`config.mk`:
```
export PLATFORM = sky130hd
export DESIGN_NAME = dmshp_port
export DESIGN_NICKNAME = d
export VERILOG_FILES = /design/src/rtl/dmshp_pkg.sv /design/src/rtl/dmshp_port.sv /design/src/rtl/dmshp_sync.sv
export SDC_FILE = /design/constraint.sdc
export NUM_CORES = 1
export LEC_CHECK = 0
export BUFFER_PORTS_ARGS = -buffer_cell sky130_fd_sc_hd__buf_2
export CORE_MARGIN = 1
export CORE_UTILIZATION = 55
export DETAILED_ROUTE_END_ITERATION = 7
export GPL_ROUTABILITY_DRIVEN = 0
export PLACE_DENSITY = 0.85
export SETUP_SLACK_MARGIN = 0.3
export SLEW_MARGIN = 20
export SYNTH_ARGS = -nofsm -noshare
export SYNTH_HDL_FRONTEND = slang
export SYNTH_HIERARCHICAL = 1
export SYNTH_SLANG_ARGS = --single-unit
```
`constraint.sdc`:
```
create_clock -name clk_sys -period 3 [get_ports clk_sys]
set_clock_uncertainty 0.15 [all_clocks]
set_input_delay 0.45 -clock clk_sys [delete_from_list [all_inputs] [get_ports clk_sys]]
set_output_delay 0.45 -clock clk_sys [all_outputs]
set_load 0.05 [all_outputs]
```
`src/rtl/dmshp_pkg.sv`:
```
// Shared constants and types for the dual-mode serial host port
package dmshp_pkg;

  // ==========================================================================
  // Serial framing
  localparam int BYTE_BITS = 8;
  localparam int BIT_CNT_W = 3;
  localparam logic [BIT_CNT_W-1:0] LAST_BIT = 3'h7;
  localparam int I2C_ADDR_W = 7;
  localparam int I2C_STRAP_W = 2;

  // ==========================================================================
  // Pin synchroniser layout and idle levels
  localparam int SYNC_W = 5;
  localparam int SYNC_SEL = 4;
  localparam int SYNC_SCLK = 3;
  localparam int SYNC_SDA = 2;
  localparam int SYNC_A1 = 1;
  localparam int SYNC_A0 = 0;
  localparam logic [SYNC_W-1:0] SYNC_RST = 5'h1F;

  // ==========================================================================
  // Reset values
  localparam logic [BYTE_BITS-1:0] BYTE_RST = 8'h00;
  localparam logic [BIT_CNT_W-1:0] CNT_RST = 3'h0;

  // ==========================================================================
  // Transfer engine states, Gray coded along the usual path
  typedef enum logic [2:0] {
    DMSHP_IDLE = 3'h0,
    DMSHP_ADDR = 3'h1,
    DMSHP_ADDR_ACK = 3'h3,
    DMSHP_WRITE = 3'h2,
    DMSHP_WR_ACK = 3'h6,
    DMSHP_READ = 3'h7,
    DMSHP_RD_ACK = 3'h5
  } dmshp_state_t;

endpackage

```
`src/rtl/dmshp_port.sv`:
```
// Dual-mode I2C / SPI configuration port front end with status interrupt
// Function
// The select pin high runs the port as an I2C target and low runs it as an SPI target.
// The data pin is the two-way data line in I2C and 3-wire SPI, and input only in 4-wire SPI.
// In 4-wire SPI the read data is driven out on the address bit one pin.
// In I2C the address bit one pin is sampled as address select bit one.
// The host drives the serial clock and the port uses it in both modes.
// In I2C the chip select pin level is address select bit zero.
// In SPI a transfer is framed by chip select low and the port ignores the clock otherwise.
// The interrupt output goes low when a status change has occurred.
// In I2C the two strap levels form the low two target address bits, the rest fixed.
`timescale 1ns/100ps
`default_nettype none
module dmshp_port #(
  parameter logic [4:0] ADDR_HI = 5'h0A // Fixed upper target address bits
) (
  input wire logic clk_sys, // System clock, 200 MHz
  input wire logic nrst, // Async reset, active low
  input wire logic i2c_sel_pin, // Mode select pin, high for I2C
  input wire logic sclk_pin, // Serial clock from host
  input wire logic sdio_in, // Data pin level
  output logic sdio_out, // Data pin drive value
  output logic sdio_oe, // Data pin drive enable
  input wire logic addr_bit1_or_read_data_pin_in, // Address bit one / read data pin level
  output logic addr_bit1_or_read_data_pin_out, // Read data pin drive value
  output logic addr_bit1_or_read_data_pin_oe, // Read data pin drive enable
  input wire logic addr_bit0_or_select_n_pin, // Address bit zero / chip select pin
  output logic status_change_irq_n, // Status change interrupt, active low
  input wire logic spi_3wire, // SPI uses the shared data pin both ways
  input wire logic spi_read_dir, // 3-wire SPI: port drives the data pin
  input wire logic status_event, // Status change pulse from the device
  input wire logic irq_clear, // Clear pulse for the interrupt
  input wire logic [7:0] tx_data, // Next read byte for the host
  output logic tx_req, // Pulse: tx_data was taken
  output logic [7:0] rx_data, // Last byte written by the host
  output logic rx_valid, // Pulse: rx_data is new
  output logic addr_match, // Pulse: I2C address matched
  output logic i2c_mode // Port is in I2C mode
);

  // ==========================================================================
  // Pin synchronisation and edge detection
  logic [dmshp_pkg::SYNC_W-1:0] pins_s;
  logic sclk_s;
  logic sda_s;
  logic a1_s;
  logic a0_s;
  logic sclk_d;
  logic sda_d;
  logic spi_act_d;
  logic sclk_rise;
  logic sclk_fall;
  logic i2c_start;
  logic i2c_stop;
  logic spi_active;
  logic [dmshp_pkg::I2C_ADDR_W-1:0] own_addr;

  dmshp_sync #(
    .WIDTH(dmshp_pkg::SYNC_W),
    .RST_VAL(dmshp_pkg::SYNC_RST)
  ) u_sync (
    .clk_sys(clk_sys),
    .nrst(nrst),
    .d({i2c_sel_pin, sclk_pin, sdio_in, addr_bit1_or_read_data_pin_in, addr_bit0_or_select_n_pin}),
    .q(pins_s)
  );

  assign i2c_mode = pins_s[dmshp_pkg::SYNC_SEL];
  assign sclk_s = pins_s[dmshp_pkg::SYNC_SCLK];
  assign sda_s = pins_s[dmshp_pkg::SYNC_SDA];
  assign a1_s = pins_s[dmshp_pkg::SYNC_A1];
  assign a0_s = pins_s[dmshp_pkg::SYNC_A0];

  always_ff @(posedge clk_sys or negedge nrst)
  begin
    if (!nrst)
    begin
      sclk_d <= 1'b1;
      sda_d <= 1'b1;
      spi_act_d <= 1'b0;
    end
    else
    begin
      sclk_d <= sclk_s;
      sda_d <= sda_s;
      spi_act_d <= spi_active;
    end
  end

  assign sclk_rise = sclk_s & ~sclk_d;
  assign sclk_fall = ~sclk_s & sclk_d;
  assign i2c_start = i2c_mode & sclk_s & sclk_d & sda_d & ~sda_s;
  assign i2c_stop = i2c_mode & sclk_s & sclk_d & ~sda_d & sda_s;
  assign spi_active = ~i2c_mode & ~a0_s;
  // Straps are read live so a board change is seen at the next address phase
  assign own_addr = {ADDR_HI, a1_s, a0_s};

  // ==========================================================================
  // Transfer engine
  dmshp_pkg::dmshp_state_t state;
  // Local copies of the state names, since the package is never imported
  localparam dmshp_pkg::dmshp_state_t DMSHP_IDLE = dmshp_pkg::DMSHP_IDLE;
  localparam dmshp_pkg::dmshp_state_t DMSHP_ADDR = dmshp_pkg::DMSHP_ADDR;
  localparam dmshp_pkg::dmshp_state_t DMSHP_ADDR_ACK = dmshp_pkg::DMSHP_ADDR_ACK;
  localparam dmshp_pkg::dmshp_state_t DMSHP_WRITE = dmshp_pkg::DMSHP_WRITE;
  localparam dmshp_pkg::dmshp_state_t DMSHP_WR_ACK = dmshp_pkg::DMSHP_WR_ACK;
  localparam dmshp_pkg::dmshp_state_t DMSHP_READ = dmshp_pkg::DMSHP_READ;
  localparam dmshp_pkg::dmshp_state_t DMSHP_RD_ACK = dmshp_pkg::DMSHP_RD_ACK;
  logic [dmshp_pkg::BYTE_BITS-1:0] shift_in;
  logic [dmshp_pkg::BYTE_BITS-1:0] tx_shift;
  logic [dmshp_pkg::BIT_CNT_W-1:0] bit_cnt;
  logic rw;
  logic ack_on;
  logic load_pend;

  always_ff @(posedge clk_sys or negedge nrst)
  begin
    if (!nrst)
    begin
      state <= DMSHP_IDLE;
      shift_in <= dmshp_pkg::BYTE_RST;
      tx_shift <= dmshp_pkg::BYTE_RST;
      bit_cnt <= dmshp_pkg::CNT_RST;
      rw <= 1'b0;
      ack_on <= 1'b0;
      load_pend <= 1'b0;
      rx_data <= dmshp_pkg::BYTE_RST;
      rx_valid <= 1'b0;
      tx_req <= 1'b0;
      addr_match <= 1'b0;
    end
    else
    begin
      rx_valid <= 1'b0;
      tx_req <= 1'b0;
      addr_match <= 1'b0;
      if (i2c_mode)
      begin
        if (i2c_start)
        begin
          state <= DMSHP_ADDR;
          bit_cnt <= dmshp_pkg::CNT_RST;
          ack_on <= 1'b0;
          load_pend <= 1'b0;
        end
        else if (i2c_stop)
        begin
          state <= DMSHP_IDLE;
          ack_on <= 1'b0;
        end
        else if (sclk_rise)
        begin
          case (state)
            DMSHP_ADDR:
            begin
              shift_in <= {shift_in[6:0], sda_s};
              bit_cnt <= bit_cnt + 3'h1;
              if (bit_cnt == dmshp_pkg::LAST_BIT)
              begin
                if (shift_in[6:0] == own_addr)
                begin
                  state <= DMSHP_ADDR_ACK;
                  rw <= sda_s;
                  addr_match <= 1'b1;
                end
                else
                begin
                  state <= DMSHP_IDLE;
                end
              end
            end
            DMSHP_WRITE:
            begin
              shift_in <= {shift_in[6:0], sda_s};
              bit_cnt <= bit_cnt + 3'h1;
              if (bit_cnt == dmshp_pkg::LAST_BIT)
              begin
                rx_data <= {shift_in[6:0], sda_s};
                rx_valid <= 1'b1;
                state <= DMSHP_WR_ACK;
              end
            end
            DMSHP_READ:
            begin
              bit_cnt <= bit_cnt + 3'h1;
              if (bit_cnt == dmshp_pkg::LAST_BIT)
              begin
                state <= DMSHP_RD_ACK;
              end
            end
            DMSHP_RD_ACK:
            begin
              // A host NACK ends the read; wait for stop or restart
              if (sda_s)
              begin
                state <= DMSHP_IDLE;
              end
              else
              begin
                state <= DMSHP_READ;
                load_pend <= 1'b1;
              end
            end
            default:
            begin
              state <= state;
            end
          endcase
        end
        else if (sclk_fall)
        begin
          case (state)
            DMSHP_ADDR_ACK, DMSHP_WR_ACK:
            begin
              if (!ack_on)
              begin
                ack_on <= 1'b1;
              end
              else
              begin
                ack_on <= 1'b0;
                if (state == DMSHP_ADDR_ACK && rw)
                begin
                  state <= DMSHP_READ;
                  tx_shift <= tx_data;
                  tx_req <= 1'b1;
                end
                else
                begin
                  state <= DMSHP_WRITE;
                end
              end
            end
            DMSHP_READ:
            begin
              if (load_pend)
              begin
                tx_shift <= tx_data;
                tx_req <= 1'b1;
                load_pend <= 1'b0;
              end
              else
              begin
                tx_shift <= {tx_shift[6:0], 1'b0};
              end
            end
            default:
            begin
              state <= state;
            end
          endcase
        end
      end
      else
      begin
        state <= DMSHP_IDLE;
        ack_on <= 1'b0;
        if (!spi_active)
        begin
          bit_cnt <= dmshp_pkg::CNT_RST;
          load_pend <= 1'b0;
        end
        else if (!spi_act_d)
        begin
          // First bit must be on the pin before the first rising clock
          tx_shift <= tx_data;
          tx_req <= 1'b1;
        end
        else if (sclk_rise)
        begin
          shift_in <= {shift_in[6:0], sda_s};
          bit_cnt <= bit_cnt + 3'h1;
          if (bit_cnt == dmshp_pkg::LAST_BIT)
          begin
            rx_data <= {shift_in[6:0], sda_s};
            rx_valid <= 1'b1;
            load_pend <= 1'b1;
          end
        end
        else if (sclk_fall)
        begin
          if (load_pend)
          begin
            tx_shift <= tx_data;
            tx_req <= 1'b1;
            load_pend <= 1'b0;
          end
          else
          begin
            tx_shift <= {tx_shift[6:0], 1'b0};
          end
        end
      end
    end
  end

  // ==========================================================================
  // Pin drivers
  // I2C data is open drain: only ever pulled low
  assign sdio_out = i2c_mode ? 1'b0 : tx_shift[7];
  assign sdio_oe = i2c_mode ?
    (ack_on | (state == DMSHP_READ && !load_pend && !tx_shift[7])) :
    (spi_active & spi_3wire & spi_read_dir);
  assign addr_bit1_or_read_data_pin_out = tx_shift[7];
  assign addr_bit1_or_read_data_pin_oe = spi_active & ~spi_3wire;

  // ==========================================================================
  // Status interrupt; a new event wins over a clear in the same cycle
  always_ff @(posedge clk_sys or negedge nrst)
  begin
    if (!nrst)
    begin
      status_change_irq_n <= 1'b1;
    end
    else
    begin
      status_change_irq_n <= ~(status_event | (~status_change_irq_n & ~irq_clear));
    end
  end
endmodule
`default_nettype wire

```
`src/rtl/dmshp_sync.sv`:
```
// Two-stage synchroniser for pin levels entering the system clock domain
`timescale 1ns/100ps
`default_nettype none
module dmshp_sync #(
  parameter int WIDTH = 1,
  parameter logic [WIDTH-1:0] RST_VAL = '0
) (
  input wire logic clk_sys, // System clock
  input wire logic nrst, // Async reset, active low
  input wire logic [WIDTH-1:0] d, // Asynchronous levels
  output logic [WIDTH-1:0] q // Synchronised levels
);

  logic [WIDTH-1:0] meta;

  always_ff @(posedge clk_sys or negedge nrst)
  begin
    if (!nrst)
    begin
      meta <= RST_VAL;
      q <= RST_VAL;
    end
    else
    begin
      meta <= d;
      q <= meta;
    end
  end

endmodule
`default_nettype wire

```
# Word level (Yosys, flattened, before mapping)
# Index checks and enable logic that the tools add are counted.
# W data, S select, Z words.
[classes]
n_addsub = 1
eq_ne = 40
muxes = 103
bitwise = 27
n_reduce_logical = 18
[op_table]
columns = ["cell", "count"]
rows = [
  ["$mux W8", 21],
  ["$mux W3", 20],
  ["$mux W7", 8],
  ["$mux W1", 50],
  ["$ne A4 B4 Y1 const B", 7],
  ["$ne A3 B3 Y1 const B", 6],
  ["$ne A6 B6 Y1 const B", 3],
  ["$pmux W8 S2", 1],
  ["$ne A5 B5 Y1 const B", 3],
  ["$ne A2 B2 Y1 const B", 7],
  ["$reduce_and A7 Y1", 2],
  ["$and A1 B1 Y1", 13],
  ["$eq A3 B3 Y1 const B", 4],
  ["$not A1 Y1", 12],
  ["$pmux W3 S4", 1],
  ["$reduce_and A6 Y1", 2],
  ["$reduce_and A10 Y1", 1],
  ["$ne A8 B8 Y1 const B", 1],
  ["$reduce_and A8 Y1", 1],
  ["$eq A7 B6 Y1", 1],
  ["$eq A3 B2 Y1 const B", 2],
  ["$ne A3 B2 Y1 const B", 2],
  ["$reduce_and A5 Y1", 1],
  ["$ne A4 B2 Y1 const B", 1],
  ["other kinds (13)", 19],
]
[word_totals]
register_bits = 49
output_inout_bits = 17
wordCells = 206

# Logic depth before layout (Yosys ltp)
[depth]
ltp_word = 10
ltp_mapped = 7
depth_no_buf = 7

# By module
# Netlist, hierarchy kept.
[by_module_without_submodules]
columns = ["module", "n_inst", "cells_per_inst", "area_per_inst_um2", "seq_area_each_um2"]
rows = [
  ["dmshp_port", 1, 189, 2015.7, 979.7],
  ["dmshp_sync", 1, 10, 262.8, 262.8],
]

# Worst setup path before layout
# No wires, ideal clock.
[synth_timing]
kind = "flip-flop to output port"
startpoint = "register u_sync.q[4]"
endpoint = "output port addr_bit1_or_read_data_pin_oe"
arrival_time_ns = 1.897
path_slack_ns = 0.503
stages_incl_launch_ff = 4
path_buffers = 2
path_cell_list = "dfstp_2 > clkbuf_2 > buf_2 > nor3_1"
[synth_via]
elab_chain_len = 3
[synth_rtl]
columns = ["item", "line", "rtl"]
rows = [
  ["start: declaration", "dmshp_sync.sv:11", "output logic [WIDTH-1:0] q"],
  ["start signal: assignment", "dmshp_sync.sv:26", "q <= meta;"],
  ["$not A1 Y1", "dmshp_port.sv:94", "assign spi_active = ~i2c_mode & ~a0_s;"],
  ["$and A1 B1 Y1", "dmshp_port.sv:94", ""],
  ["$and A1 B1 Y1", "dmshp_port.sv:305", "assign addr_bit1_or_read_data_pin_oe = spi_active & ~spi_3wire;"],
  ["end: declaration", "dmshp_port.sv:26", "output logic addr_bit1_or_read_data_pin_oe,"],
]
# No other way between the ends.

# Final worst setup path
[layout_timing]
startpoint = "register state[2]"
endpoint = "output port sdio_oe"
[layout_via]
elab_chain_len = 5
[layout_rtl]
columns = ["item", "line", "rtl"]
rows = [
  ["start: declaration", "dmshp_port.sv:100", "dmshp_pkg::dmshp_state_t state;"],
  ["start signal: assignment", "dmshp_port.sv:206", "state <= state;"],
  ["start signal: assignment", "dmshp_port.sv:249", "state <= state;"],
  ["$eq A3 B3 Y1", "dmshp_port.sv:302", "(ack_on | (state == DMSHP_READ && !load_pend && !tx_shift[7])) :"],
  ["$logic_and A1 B1 Y1 (2 in series)", "dmshp_port.sv:302", ""],
  ["$or A1 B1 Y1", "dmshp_port.sv:302", ""],
  ["$mux W1", "dmshp_port.sv:301", "assign sdio_oe = i2c_mode ?"],
  ["end: declaration", "dmshp_port.sv:23", "output logic sdio_oe,"],
]
# No other way between the ends.

==> metrics <==
average vias per placed instance=5.57; Cell variety after synth=44; Post-synth ARST share=between 90% and 100%; slowest cell on the critical path=dfrtp_1; DP Cell Count=approximately 280; crit path DAT=around 1.7 ns; initial drt markers=a little over 80; io pins=36; post-route cell area=~0.0026 mm^2; minimum clock period=between 2 and 2.5 ns; H-tree levels=2; Setup WS pre-CTS=0.774 ns; Syn. warnings=6; number of hold buffers added after cts=0; Die Y=roughly 66 um; DRC=0; Syn Nets=220; Clock transition at path regs=~0.090 ns; crit start category=flop; combinational share of power=18.7%; Seq pwr share=between 50% and 60%; worst rel slew slack=35.0%; max-capacitance violation count=0; HP Class=input pin to flop; final hold slack=approximately 0.087 ns; CTS max path bufs=2; slew of the pin with the lowest slew margin=between 0.9 and 1 ns; fmax=around 440 MHz; Worst VDD drop=399 uV; ratio of cells with drive above 1 in the final layout=34.9%; Crit path largest cell delay=just over 0.6 ns; r2r startpoint=u_sync/q[3]; final setup violation count=0; std cell rows=23; all-layer global routing usage=21.8%; largest net degree at the start of global routing=46; Worst Min Path Start=sdio_in; Starting Density=a little under three fifths; DP Wirelength=~3000 um; root buffer cell=clkbuf_8; unrepaired setup endpoints after global routing=false; Syn Inst Count=between 150 and 200; leakage power=~1.2 nW; register area share after synthesis=a little over half; first-pass GRT wire length=6920 um; Synth Register Bits=49; sw frac=about 30%; Finished Layout Cells=roughly 290; syn_area_per_cell=between 10 and 15 um^2; Worst setup startpoint=state[2]; antenna cell count=0; die width=between 60 and 70 um; total chip power=between 1.5 and 2 mW; setup_tns=0 ns; Cell Pwr Density=631 mW/mm^2; Finished Core Util=approximately two thirds; nets=between 200 and 300; post-route antenna net violation count=0; WS Path Type=flop to output port; DR WL/cell=15.1 um; CP Data Required Time=approximately 2.4 ns; TritonCTS clock tree=done; worst skew pair latency=approximately 0.3 ns; gr ovfl total=0; CTS Sinks=49; I/O Buffers=35; Worst Setup End Kind=output port; crit-path cells=nand3_1 -> nor3_1 -> o21ai_0 -> nand2_1 -> buf_2; status=finished, final reports clean; P_sw=between 400 and 500 uW; commonest register cell after synthesis=dfrtp_1; Clock Power Share=28.6%; final setup margin=about 0.71 ns; Post-Place Cell Area=approximately 0.0025 mm^2; Mapped Area=0.00228 mm^2; Max FO, Critical Path=15; Num CTS Buffers=5; Final Max Slew Viols=0; period utilization=about three quarters; Post-synth EDFFs=0; Final Hold Vio Count=0; core area=between 0.004 and 0.005 mm^2; DIE AREA=0.00440 mm^2; area delta synth->final=13.8%; final wirelength=approximately 4300 um; Pint=between 1 and 1.5 mW; vias after detailed routing=about 1.6k; Post-CTS Resized=0; post-CTS setup buffers=0; vias in the first global route=1534; router iterations before antenna repair=4; initial antenna violation count=0
==> sequential cells by signal, indices dropped and copies added, names as in the netlist, 3 cells and up <==
register,count
rx_data,8
tx_shift,8
shift_in,7
u_sync/meta,5
u_sync/q,5
bit_cnt,3
state,3
==> logic make-up (layout without fill, tap and decap cells) <==
logic type	Yosys count	in the layout	share of synthesized area (%)
AOI/OAI and AO/OA	36	36	10.5
and+or+nand+nor	63	63	15.3
DFF	49	49	54.5
buffers and inverters	15	51	3.02
xor gates and xnor gates	6	6	2.31
muxes	28	28	13.3
adders and majority gates	2	2	1.10
==> metal layers <==
layer,global-route usage (%),share of wire (%),up-vias
met3,5.52,4.9,6
met5,0,0,-
met1,26.7,44,760
li1,-,-,774
met2,36.1,50,48
met4,9.84,1.1,0
==> cell usage in the layout (no fill, tap or decap), drive strengths merged, types with 4 or more instances in the layout <==
cell type / count
dfrtp: 36
buf: 36
nand2: 21
o21ai: 20
mux2: 18
dfstp: 13
nor2: 11
mux2i: 10
inv: 8
nor3: 5
clkbuf: 5
nor3b: 5
nor2b: 5
a21oi: 5
xnor2: 4
nand3: 4
==> cells in the mapped netlist, types with 2 or more instances <==
| cell type | n | area, um^2 |
|---|---|---|
| a21oi_1 | 4 | 20.0 |
| and3b_1 | 2 | 17.5 |
| buf_2 | 6 | 30.0 |
| dfrtp_1 | 36 | 901 |
| dfstp_2 | 13 | 342 |
| ha_1 | 2 | 25.0 |
| inv_1 | 7 | 26.3 |
| mux2_2 | 18 | 203 |
| mux2i_1 | 10 | 100 |
| nand2_1 | 21 | 78.8 |
| nand2b_1 | 2 | 12.5 |
| nand3_1 | 3 | 15.0 |
| nor2_1 | 11 | 41.3 |
| nor2b_1 | 4 | 25.0 |
| nor3_1 | 5 | 25.0 |
| nor3b_1 | 4 | 30.0 |
| nor4bb_1 | 2 | 20.0 |
| o21ai_0 | 18 | 90.1 |
| o21ai_1 | 2 | 10.0 |
| xnor2_1 | 4 | 35.0 |
| xor2_1 | 2 | 17.5 |
==> power by group through the flow <==
stage / registers (mW) / clock network, mW / logic [mW]
floorplan: 0.878 / 0 / 0.205
finish: 0.863 / 0.468 / 0.305
CTS: 0.861 / 0.479 / 0.307
global placement: 0.864 / 0 / 0.291
global route: 0.877 / 0.499 / 0.333
detailed placement: 0.872 / 0 / 0.304
==> final cells by class <==
type	instances	area, um^2
timing repair buffer	36	183
inverter	7	26.3
clock buffer	5	68.8
multi-input combinational	135	967
tap	50	62.6
fill	308	1410
clock inverter	3	43.8
sequential	49	1240
==> worst max-delay path: cells and delay by family, from the launching register on <==
family / cells / cell delay, ns
and+or+nand+nor: 3 / 0.41
buffers and inverters: 1 / 0.26
DFF: 1 / 0.62
AOI/OAI and AO/OA: 1 / 0.10
==> worst paths after layout <==
check	end	slack (ns)	depth (start not counted)
min in group asynchronous	rx_data[5]	0.14	1
max reg2reg	tx_shift[0]	0.79	5
min	u_sync/meta[2]	0.09	1
min reg2reg	u_sync/q[3]	0.21	0
max	sdio_oe	0.71	5
max in group asynchronous	u_sync/meta[3]	1.82	2
No activity file was read; power rests on OpenSTA's default activity.
